## src/watch_time_keeper_pkg.sv

```systemverilog
`default_nettype none
package watch_time_keeper_pkg;
   localparam int unsigned CLK_HZ          = 200_000_000;
   localparam int unsigned XTAL_HZ         = 32_768;
   localparam int unsigned SEC_W           = 6;
   localparam int unsigned MIN_W           = 6;
   localparam int unsigned HOUR_W          = 5;
   localparam int unsigned DAY_W           = 15;
   localparam logic [5:0]  SEC_MAX         = 6'h3B;
   localparam logic [5:0]  MIN_MAX         = 6'h3B;
   localparam logic [4:0]  HOUR_MAX        = 5'h17;
   localparam int unsigned SW_W            = 16;
   localparam int unsigned EV_W            = 7;
   localparam int unsigned EV_SEC          = 0;
   localparam int unsigned EV_MIN          = 1;
   localparam int unsigned EV_HOUR         = 2;
   localparam int unsigned EV_DAY          = 3;
   localparam int unsigned EV_ALM_DAILY    = 4;
   localparam int unsigned EV_ALM_DATED    = 5;
   localparam int unsigned EV_SW           = 6;

   typedef struct packed {
      logic [DAY_W-1:0]  day;
      logic [HOUR_W-1:0] hour;
      logic [MIN_W-1:0]  min;
      logic [SEC_W-1:0]  sec;
   } time_type;

   typedef enum logic [1:0] {
      PW_RUN   = 2'b00,
      PW_SLEEP = 2'b01,
      PW_DEEP  = 2'b10,
      PW_HIB   = 2'b11
   } power_state_type;
endpackage
`default_nettype wire

```

## src/wtk_prescaler.sv

```systemverilog
`timescale 1ns/10ps
`default_nettype none
// counts crystal edges, sampled by the core clock, down to one pulse a second
module wtk_prescaler #(
   parameter int unsigned DIV = 32_768
) (
   input  wire logic i_core_clk,   // core clock
   input  wire logic i_rst_b,      // async reset, active low
   input  wire logic i_xtal,       // crystal clock level, treated as synchronous
   output logic      o_tick        // one-cycle pulse per second
);
   localparam int unsigned CW = $clog2(DIV);
   initial begin
      if (DIV < 2) $error("prescaler divide too small");
   end
   logic          xtal_q;
   logic [CW-1:0] cnt_q;
   logic          rise;
   assign rise = i_xtal & ~xtal_q;

   always_ff @(posedge i_core_clk or negedge i_rst_b) begin
      if (!i_rst_b) begin
         xtal_q <= 1'b0;
      end else begin
         xtal_q <= i_xtal;
      end
   end

   always_ff @(posedge i_core_clk or negedge i_rst_b) begin
      if (!i_rst_b) begin
         cnt_q  <= '0;
         o_tick <= 1'b0;
      end else begin
         o_tick <= 1'b0;
         if (rise) begin
            if (cnt_q == CW'(DIV - 1)) begin
               cnt_q  <= '0;
               o_tick <= 1'b1;
            end else begin
               cnt_q <= cnt_q + 1'b1;
            end
         end
      end
   end
endmodule
`default_nettype wire

```

## src/wtk_wake_gate.sv

```systemverilog
`timescale 1ns/10ps
`default_nettype none
// forwards pending events as wake requests according to the power state
module wtk_wake_gate #(
   parameter int unsigned N = 7
) (
   input  wire logic                                   i_core_clk,  // core clock
   input  wire logic                                   i_rst_b,     // async reset
   input  wire logic [N-1:0]                           i_pending,   // sticky flags
   input  wire logic [N-1:0]                           i_wake_en,   // wake enables
   input  wire watch_time_keeper_pkg::power_state_type i_power,     // core power state
   output logic                                        o_wake,      // sleep wake
   output logic                                        o_deep_wake, // deep sleep wake
   output logic                                        o_hib_exit   // hibernate exit
);
   logic any;
   assign any = |(i_pending & i_wake_en);

   always_ff @(posedge i_core_clk or negedge i_rst_b) begin
      if (!i_rst_b) begin
         o_wake      <= 1'b0;
         o_deep_wake <= 1'b0;
         o_hib_exit  <= 1'b0;
      end else begin
         o_wake      <= 1'b0;
         o_deep_wake <= 1'b0;
         o_hib_exit  <= 1'b0;
         case (i_power)
            watch_time_keeper_pkg::PW_SLEEP: o_wake      <= any;
            watch_time_keeper_pkg::PW_DEEP:  o_deep_wake <= any;
            watch_time_keeper_pkg::PW_HIB:   o_hib_exit  <= any;
            default: begin
               o_wake <= 1'b0;
            end
         endcase
      end
   end
endmodule
`default_nettype wire

```

## src/watch_time_keeper.sv

```systemverilog
// Behaviour
// - crystal prescaled to one tick per second
// - seconds, minutes, hours, days counters cascade
// - second, minute, hour, day interrupts selectable
// - enabled alarm interrupts when time matches
// - daily alarm and dated day alarm
// - stopwatch loaded, decrements each second
// - enabled stopwatch interrupts on underflow
// - enabled events wake from ordinary sleep
// - events also wake deep sleep, exit hibernate
// - counting unaffected by core power state
// - wake forwarded only if wake enable set
`timescale 1ns/10ps
`default_nettype none
module watch_time_keeper #(
   parameter int unsigned PRESCALE = 32_768
) (
   input  wire logic                                   i_core_clk,      // always-on clock
   input  wire logic                                   i_rst_b,         // async reset, low
   input  wire logic                                   i_crystal_in_pin, // crystal level
   input  wire logic                                   i_time_load,     // load time pulse
   input  wire watch_time_keeper_pkg::time_type        i_time_value,    // time to load
   input  wire watch_time_keeper_pkg::time_type        i_alarm_value,   // alarm setting
   input  wire logic                                   i_sw_load,       // stopwatch load
   input  wire logic [watch_time_keeper_pkg::SW_W-1:0] i_sw_value,      // stopwatch value
   input  wire logic                                   i_sw_enable,     // stopwatch enable
   input  wire logic [watch_time_keeper_pkg::EV_W-1:0] i_irq_enable,    // per-event enable
   input  wire logic [watch_time_keeper_pkg::EV_W-1:0] i_status_clear,  // write-one clear
   input  wire logic [watch_time_keeper_pkg::EV_W-1:0] i_wakeup_enable_regs, // wake enables
   input  wire watch_time_keeper_pkg::power_state_type i_power_state,   // core power state
   output var watch_time_keeper_pkg::time_type         o_time,          // running time
   output logic [watch_time_keeper_pkg::SW_W-1:0]      o_sw_count,      // stopwatch count
   output logic [watch_time_keeper_pkg::EV_W-1:0]      o_status,        // sticky flags
   output logic                                        o_irq,           // interrupt level
   output logic                                        o_wake,          // sleep wake
   output logic                                        o_deep_wake,     // deep sleep wake
   output logic                                        o_hib_exit       // hibernate exit
);
   initial begin
      if (PRESCALE != watch_time_keeper_pkg::XTAL_HZ) $error("prescale must be one second");
   end

   logic tick;
   logic [watch_time_keeper_pkg::EV_W-1:0] ev;
   logic sec_wrap, min_wrap, hour_wrap, day_wrap;
   logic tod_match;
   logic sw_wrap;

   // no power input reaches these counters, so low power never stops them
   wtk_prescaler #(.DIV(PRESCALE)) u_pre (
      .i_core_clk (i_core_clk),
      .i_rst_b    (i_rst_b),
      .i_xtal     (i_crystal_in_pin),
      .o_tick     (tick)
   );

   assign sec_wrap  = tick && o_time.sec == watch_time_keeper_pkg::SEC_MAX;
   assign min_wrap  = sec_wrap && o_time.min == watch_time_keeper_pkg::MIN_MAX;
   assign hour_wrap = min_wrap && o_time.hour == watch_time_keeper_pkg::HOUR_MAX;
   assign day_wrap  = hour_wrap;

   always_ff @(posedge i_core_clk or negedge i_rst_b) begin
      if (!i_rst_b) begin
         o_time <= '0;
      end else if (i_time_load) begin
         o_time <= i_time_value;
      end else if (tick) begin
         o_time.sec <= sec_wrap ? '0 : o_time.sec + 1'b1;
         if (sec_wrap) begin
            o_time.min <= min_wrap ? '0 : o_time.min + 1'b1;
         end
         if (min_wrap) begin
            o_time.hour <= hour_wrap ? '0 : o_time.hour + 1'b1;
         end
         if (hour_wrap) begin
            o_time.day <= o_time.day + 1'b1;  // natural wrap after 32767
         end
      end
   end

   // compare one cycle after the tick, so the freshly counted time is seen
   logic tick_q;
   always_ff @(posedge i_core_clk or negedge i_rst_b) begin
      if (!i_rst_b) begin
         tick_q <= 1'b0;
      end else begin
         tick_q <= tick;
      end
   end
   assign tod_match = tick_q
                      && o_time.hour == i_alarm_value.hour
                      && o_time.min == i_alarm_value.min
                      && o_time.sec == i_alarm_value.sec;

   assign sw_wrap = tick && i_sw_enable && o_sw_count == '0;

   always_ff @(posedge i_core_clk or negedge i_rst_b) begin
      if (!i_rst_b) begin
         o_sw_count <= '0;
      end else if (i_sw_load) begin
         o_sw_count <= i_sw_value;
      end else if (tick && i_sw_enable) begin
         o_sw_count <= o_sw_count - 1'b1;
      end
   end

   always_comb begin
      ev = '0;
      ev[watch_time_keeper_pkg::EV_SEC]       = tick;
      ev[watch_time_keeper_pkg::EV_MIN]       = sec_wrap;
      ev[watch_time_keeper_pkg::EV_HOUR]      = min_wrap;
      ev[watch_time_keeper_pkg::EV_DAY]       = day_wrap;
      ev[watch_time_keeper_pkg::EV_ALM_DAILY] = tod_match;
      ev[watch_time_keeper_pkg::EV_ALM_DATED] = tod_match
                                                && o_time.day == i_alarm_value.day;
      ev[watch_time_keeper_pkg::EV_SW]        = sw_wrap;
   end

   // only enabled sources latch; a set in the clear cycle wins
   always_ff @(posedge i_core_clk or negedge i_rst_b) begin
      if (!i_rst_b) begin
         o_status <= '0;
      end else begin
         o_status <= (o_status & ~i_status_clear) | (ev & i_irq_enable);
      end
   end

   always_ff @(posedge i_core_clk or negedge i_rst_b) begin
      if (!i_rst_b) begin
         o_irq <= 1'b0;
      end else begin
         o_irq <= |(o_status & i_irq_enable);
      end
   end

   wtk_wake_gate #(.N(watch_time_keeper_pkg::EV_W)) u_wake (
      .i_core_clk  (i_core_clk),
      .i_rst_b     (i_rst_b),
      .i_pending   (o_status),
      .i_wake_en   (i_wakeup_enable_regs),
      .i_power     (i_power_state),
      .o_wake      (o_wake),
      .o_deep_wake (o_deep_wake),
      .o_hib_exit  (o_hib_exit)
   );
endmodule
`default_nettype wire

```

## config.mk

```make
export PLATFORM = sky130hd
export DESIGN_NAME = watch_time_keeper
export DESIGN_NICKNAME = d
export VERILOG_FILES = /design/src/watch_time_keeper_pkg.sv /design/src/wtk_prescaler.sv /design/src/wtk_wake_gate.sv /design/src/watch_time_keeper.sv
export SDC_FILE = /design/constraint.sdc
export NUM_CORES = 1
export LEC_CHECK = 0
export BUFFER_PORTS_ARGS = -buffer_cell sky130_fd_sc_hd__buf_2
export CAP_MARGIN = 20
export CELL_PAD_IN_SITES_DETAIL_PLACEMENT = 1
export CELL_PAD_IN_SITES_GLOBAL_PLACEMENT = 1
export CORE_ASPECT_RATIO = 1.4
export CORE_UTILIZATION = 39
export CTS_CLUSTER_SIZE = 20
export DETAILED_ROUTE_END_ITERATION = 8
export PLACE_DENSITY_LB_ADDON = 0.1
export SYNTH_ARGS = -nofsm -noshare
export SYNTH_HDL_FRONTEND = slang
export SYNTH_SLANG_ARGS = --single-unit
```

## constraint.sdc

```tcl
create_clock -name i_core_clk -period 3.3 [get_ports i_core_clk]
set_input_delay 0.66 -clock i_core_clk [delete_from_list [all_inputs] [get_ports i_core_clk]]
set_output_delay 0.66 -clock i_core_clk [all_outputs]
set_load 0.02 [all_outputs]
```

==> results of run 1 <==
==> per-layer routing <==
layer / global-route usage / vias to the layer above
met5: 0 / -
met4: 0.107 / 0
met3: 0.0427 / 28
met2: 0.424 / 119
met1: 0.262 / 2003
li1: - / 1997
==> worst paths after layout <==
kind	end	cells past startpoint
setup / recovery	o_time[29]$_DFFE_PN0P_	6
hold / removal	o_time[10]$_DFFE_PN0P_	1
setup reg to reg	o_time[29]$_DFFE_PN0P_	6
hold reg to reg	u_pre.cnt_q[13]$_DFFE_PN0P_	1
max in group asynchronous	o_sw_count[5]$_DFFE_PN0P_	2
min in group i_core_clk	u_pre.xtal_q$_DFF_PN0_	1
==> cells in the mapped netlist (all sizes together) (2+ instances only) <==
library cell | number | area, sq um
dfrtp | 77 | 1930
nand2 | 66 | 248
xnor2 | 57 | 499
o21ai | 54 | 270
clkbuf | 19 | 71.3
nor4 | 19 | 196
nand3 | 18 | 90.1
nor2 | 17 | 63.8
inv | 16 | 60.1
nand4 | 16 | 100
xor2 | 15 | 131
nor3 | 13 | 85.1
a21oi | 12 | 60.1
and3 | 7 | 43.8
ha | 7 | 87.6
or2 | 6 | 37.5
a22oi | 5 | 37.5
nor2b | 5 | 31.3
or3 | 5 | 32.5
buf | 4 | 31.3
nor3b | 4 | 30.0
or4 | 4 | 33.8
a31oi | 3 | 18.8
mux2i | 3 | 30.0
nand4b | 3 | 26.3
o22ai | 3 | 18.8
a21o | 2 | 15.0
a222oi | 2 | 20.0
and4 | 2 | 17.5
mux2 | 2 | 22.5
nand2b | 2 | 12.5
==> stage by stage <==
stage                util  std cells  hold WS (ps)  instance area (sq um)  power (mW)
floorplan               -        478           364                   4440        1.42
global placement    0.489        766           472                   5370        1.62
detailed placement  0.489        766           483                   5370        1.64
CTS                 0.518        781           470                   5690        2.70
global route        0.521        783           198                   5720        2.80
finish              0.521        783           190                   5720        2.67
==> power by group <==
group | switching (mW) | total [mW] | internal, mW
sequential | 0.126 | 1.16 | 1.03
clock | 0.373 | 1.05 | 0.674
combinational | 0.256 | 0.466 | 0.210
total | 0.754 | 2.67 | 1.91
==> kinds of logic after synthesis <==
family / count (synthesis) / synth area share
DFF: 77 / 0.434
and+or+nand+nor: 189 / 0.241
adders and majority gates: 7 / 0.0197
AOI/OAI and AO/OA: 89 / 0.115
muxes: 5 / 0.0118
buffers and inverters: 39 / 0.0367
xor gates and xnor gates: 72 / 0.142
==> critical path: stages, from the launching register on <==
cell and delay [ps]:
dfrtp_1 420, ha_1 230, nand2_1 130, or4_4 610, nor4_1 440, xor2_1 160, mux2_2 300
==> final cells by class <==
class / count / area, sq um / area share
sequential: 77 / 1930 / 0.337
clock inverter: 5 / 75.1 / 0.0131
inverter: 16 / 60.1 / 0.0105
clock buffer: 10 / 239 / 0.0418
multi-input combinational: 362 / 2350 / 0.411
antenna: 1 / 2.50 / 0.000438
timing repair buffer: 171 / 888 / 0.155
tap: 141 / 176 / 0.0309
==> state kept, by name (all words and copies together), names as in the netlist <==
register and flops:
o_sw_count 16, o_status 7, tick_q 1, o_time 32
u_wake.o_deep_wake 1, u_wake.o_wake 1, u_pre.cnt_q 15, u_wake.o_hib_exit 1
o_irq 1, u_pre.o_tick 1, u_pre.xtal_q 1
==> flow_summary.json, run 1 <==
{
  "setup_ws_ps": 894,
  "fin_nets": 753,
  "vias": 4147,
  "ys_seq_elements": 77,
  "cts_tree": "built",
  "reg2reg_from": "o_time[0]$_DFFE_PN0P_",
  "cp-startpoint": "o_time[0]$_DFFE_PN0P_",
  "crit_type": "register to register",
  "wl_met3_um": 624,
  "period_minus_slack_ps": 2410,
  "cp.arrival_ps": 2620,
  "die_h_um": 128,
  "hold_violations": 0,
  "grt_pass1_vias": 4353,
  "globalRoute.totalOverflow": 0,
  "synthToLayoutAreaGrowth_pct": 28.8,
  "row_count": 45,
  "place_congestion": 0.807,
  "ys.flop_type": "dfrtp_1",
  "mostFrequentLayoutCell": "buf_2",
  "synthArstFlopShare": 1.00,
  "antenna_left": 0,
  "vdd_drop_max_uv": 266,
  "drt-initial-drc-count": 116,
  "worstPathRequired_ps": 3510,
  "fill_cells": 1341,
  "routed_wl_um": 13200,
  "track_usage": 0.233,
  "timing.final.crit_share": 0.729,
  "cts-root-buf": "clkbuf_16",
  "r2r_slack_ps": 890,
  "route.met2.wl_um": 7040,
  "port_buffers": 167,
  "io_pins": 168,
  "most-common-layout-cells": "buf_2, dfrtp_1, nand2_1, xnor2_1, o21ai_0",
  "drv_slew": 0,
  "cts_resized": 0,
  "drtPass1Iterations": 4,
  "syn_nets": 594,
  "final.setup.tns_ps": 0,
  "skew_ps": 7.60,
  "cp_max_fo": 22,
  "power_density_nw_per_um2": 467,
  "cts_buffers": 9,
  "postCtsSetupRepairBufs": 0,
  "synth.distinct_cells": 49,
  "drive_above_1_share": 0.332,
  "drc": 0,
  "drv_cap": 0,
  "wl_met1_um": 5130,
  "synth_edf_count": 0,
  "htree_levels": 3,
  "dpl.hpwl_um": 10100,
  "hold_path.class": "primary input to async pin",
  "status": "finished, final reports clean",
  "cts_sinks": 77,
  "worstMarginPinSlew_ps": 791,
  "start_util": 0.404,
  "core_area_sq_um": 11000,
  "avgSynthCellArea_sq_um": 9.28,
  "slew-limit-headroom": 0.472,
  "synthCells": 478,
  "die_area_sq_um": 11800,
  "antenna_found_initial": 1,
  "cellLeakagePower_nw": 2.56,
  "setup_viol": 0,
  "cts.path.max_buffers": 2,
  "yosysWarnings": 0,
  "synth_area_sq_um": 4440,
  "end_kind": "register",
  "holdBufCountCts": 0,
  "die_w_um": 92.1,
  "rsz0062_at_grt": "no",
  "ys_seq_area_frac": 0.434,
  "highest_layer": "met4",
  "clk_latency_ps": 330,
  "grt_pass1_wl_um": 21300,
  "grt_max_degree": 78,
  "max_freq_ghz": 0.416,
  "detailedPlace.worstSlack_ps": 1000,
  "via_per_inst": 5.30,
  "post_drt_wl_per_cell_um": 16.9,
  "start_kind": "register",
  "clk_pin_slew_worst_paths_ps": 60
}
No activity file was read; power rests on OpenSTA's default activity.
==> inputs of run 2 (changes only) <==
--- a/config.mk
+++ b/config.mk
@@ -10,7 +10,7 @@
 export CELL_PAD_IN_SITES_DETAIL_PLACEMENT = 1
 export CELL_PAD_IN_SITES_GLOBAL_PLACEMENT = 1
 export CORE_ASPECT_RATIO = 1.4
-export CORE_UTILIZATION = 39
+export CORE_UTILIZATION = 33
 export CTS_CLUSTER_SIZE = 20
 export DETAILED_ROUTE_END_ITERATION = 8
 export PLACE_DENSITY_LB_ADDON = 0.1
==> constraint.sdc (replaced) <==
create_clock -name i_core_clk -period 2.06 [get_ports i_core_clk]
set_input_delay 0.412 -clock i_core_clk [delete_from_list [all_inputs] [get_ports i_core_clk]]
set_output_delay 0.412 -clock i_core_clk [all_outputs]
set_load 0.02 [all_outputs]
==> flow_summary.json, run 2 (synthesis results as in run 1) <==
{
  "row_count": 49,
  "cp_cell_sequence": "ha_4 -> nand2_1 -> or4_4 -> buf_6 -> nor4_4 -> xnor2_1 -> o21ai_1",
  "final_cells": 861,
  "cp_slowest_stage_delay_ps": 590,
  "vias": 4297,
  "htree_levels": 3,
  "grt_max_degree": 42,
  "io_pins": 168,
  "hold_path.class": "primary input to register",
  "antenna_found_initial": 1,
  "fin_nets": 793,
  "port_buffers": 167,
  "worst_path_max_delay_cell": "or4_4",
  "max_freq_ghz": 0.490,
  "drt-initial-drc-count": 95,
  "crit_type": "register to register",
  "skew_ps": 7.94,
  "drc": 0,
  "drtPass1Iterations": 4,
  "largest_reg_flops": 32,
  "routed_wl_um": 14400,
  "setup_ws_ps": 20.4,
  "worstMarginPinSlew_ps": 486,
  "most-common-layout-cells": "buf_2, dfrtp_1, nand2_1, xnor2_1, buf_4",
  "start_kind": "register",
  "track_usage": 0.212,
  "cts-root-buf": "clkbuf_16",
  "detailedPlace.worstSlack_ps": 14.5,
  "mostFrequentLayoutCell": "buf_2",
  "core_area_sq_um": 13000,
  "timing.final.crit_share": 0.990,
  "setup_viol": 0,
  "cp.arrival_ps": 2230,
  "rsz0062_at_grt": "yes",
  "die_h_um": 139,
  "die_w_um": 100,
  "end_kind": "register",
  "cts_sinks": 77,
  "slew-limit-headroom": 0.676,
  "clk_latency_ps": 330,
  "cts_tree": "built",
  "drv_slew": 0,
  "grt_pass1_wl_um": 22800,
  "status": "finished, final reports clean",
  "vdd_drop_max_uv": 381,
  "drive_above_1_share": 0.383,
  "die_area_sq_um": 13900,
  "period_minus_slack_ps": 2040,
  "antenna_left": 0,
  "cellLeakagePower_nw": 2.86,
  "dpl.hpwl_um": 11400,
  "placed_cells": 839,
  "hold_violations": 0,
  "power_density_nw_per_um2": 696,
  "place_congestion": 0.792,
  "reg.largest.list": "o_time (32), o_sw_count (16), u_pre.cnt_q (15)",
  "worstPathRequired_ps": 2250,
  "cts.path.max_buffers": 2,
  "cts_buffers": 9,
  "start_util": 0.341,
  "regMostFlops": "o_time",
  "cp_max_fo": 6,
  "clk_pin_slew_worst_paths_ps": 60,
  "synthToLayoutAreaGrowth_pct": 39.1,
  "post_drt_wl_per_cell_um": 16.8,
  "drv_cap": 0,
  "grt_pass1_vias": 4570,
  "placed_area_sq_um": 5710,
  "globalRoute.totalOverflow": 0,
  "fin_area_sq_um": 6170,
  "via_per_inst": 4.99
}
[run 2: changes by cell type in the layout (fill, tap and decap cells not counted), moves of 2 or more]
| cell | previous run | this run |
|---|---|---|
| nor4_2 | 10 | 3 |
| dfrtp_1 | 77 | 72 |
| clkinv_2 | 3 | 1 |
| nor4_4 | 1 | 10 |
| nor4_1 | 8 | 6 |
| clkbuf_1 | 0 | 2 |
| dfrtp_2 | 0 | 5 |
| buf_4 | 4 | 42 |
[run 2: per-layer routing]
layer,wire length [um],track usage
met2,7880,0.392
met5,18,0
met4,204,0.0717
met1,5630,0.234
met3,698,0.0479
[run 2: final timing paths]
kind / slack, ps / end / startpoint / depth (start not counted)
max: 20 / o_time[27]$_DFFE_PN0P_ / o_time[0]$_DFFE_PN0P_ / 7
min: 220 / u_pre.xtal_q$_DFF_PN0_ / i_crystal_in_pin / 1
max reg2reg: 20 / o_time[27]$_DFFE_PN0P_ / o_time[0]$_DFFE_PN0P_ / 7
min reg2reg: 490 / u_pre.cnt_q[13]$_DFFE_PN0P_ / u_pre.cnt_q[13]$_DFFE_PN0P_ / 1
max in group asynchronous: 970 / o_time[7]$_DFFE_PN0P_ / i_rst_b / 3
min in group asynchronous: 510 / o_time[10]$_DFFE_PN0P_ / i_rst_b / 2
[run 2: timing repair]
item                                   4_1_cts  5_1_grt
resized for setup                            0       17
setup buffers                                0        4
endpoints found under the hold margin       17        0
hold buffers                                 1        0
setup endpoints to repair                    0       10
[run 2: stage by stage]
stage,utilization,TNS [ps],power (mW),hold slack (ps)
3_3_place_gp,0.439,0,2.67,314
2_1_floorplan,-,0,2.27,116
4_1_cts,0.463,0,4.34,212
6_report,0.475,0,4.30,221
3_5_place_dp,0.439,0,2.70,313
5_1_grt,0.475,-327,4.52,216
[run 2: area by class of cell]
type	count	area (sq um)
Sequential cell	77	1930
Multi-Input combinational cell	362	2460
Antenna cell	1	2.50
Inverter	16	60.1
Fill cell	1587	6830
Clock inverter	3	43.8
Clock buffer	13	260
Tap cell	178	223
Timing Repair Buffer	211	1190
[run 2: where the power goes]
| group | switching (mW) | internal (mW) | total (mW) |
|---|---|---|---|
| logic | 0.480 | 0.393 | 0.873 |
| clock network | 0.612 | 1.01 | 1.62 |
| registers | 0.154 | 1.65 | 1.80 |
[run 2: worst max-delay path, delay by kind of cell, from the launching register on]
kind | cells | cell delay (ps)
AOI/OAI and AO/OA | 1 | 80
xor gates and xnor gates | 1 | 150
adders and majority gates | 1 | 150
buffers and inverters | 1 | 170
DFF | 1 | 390
and+or+nand+nor | 3 | 950
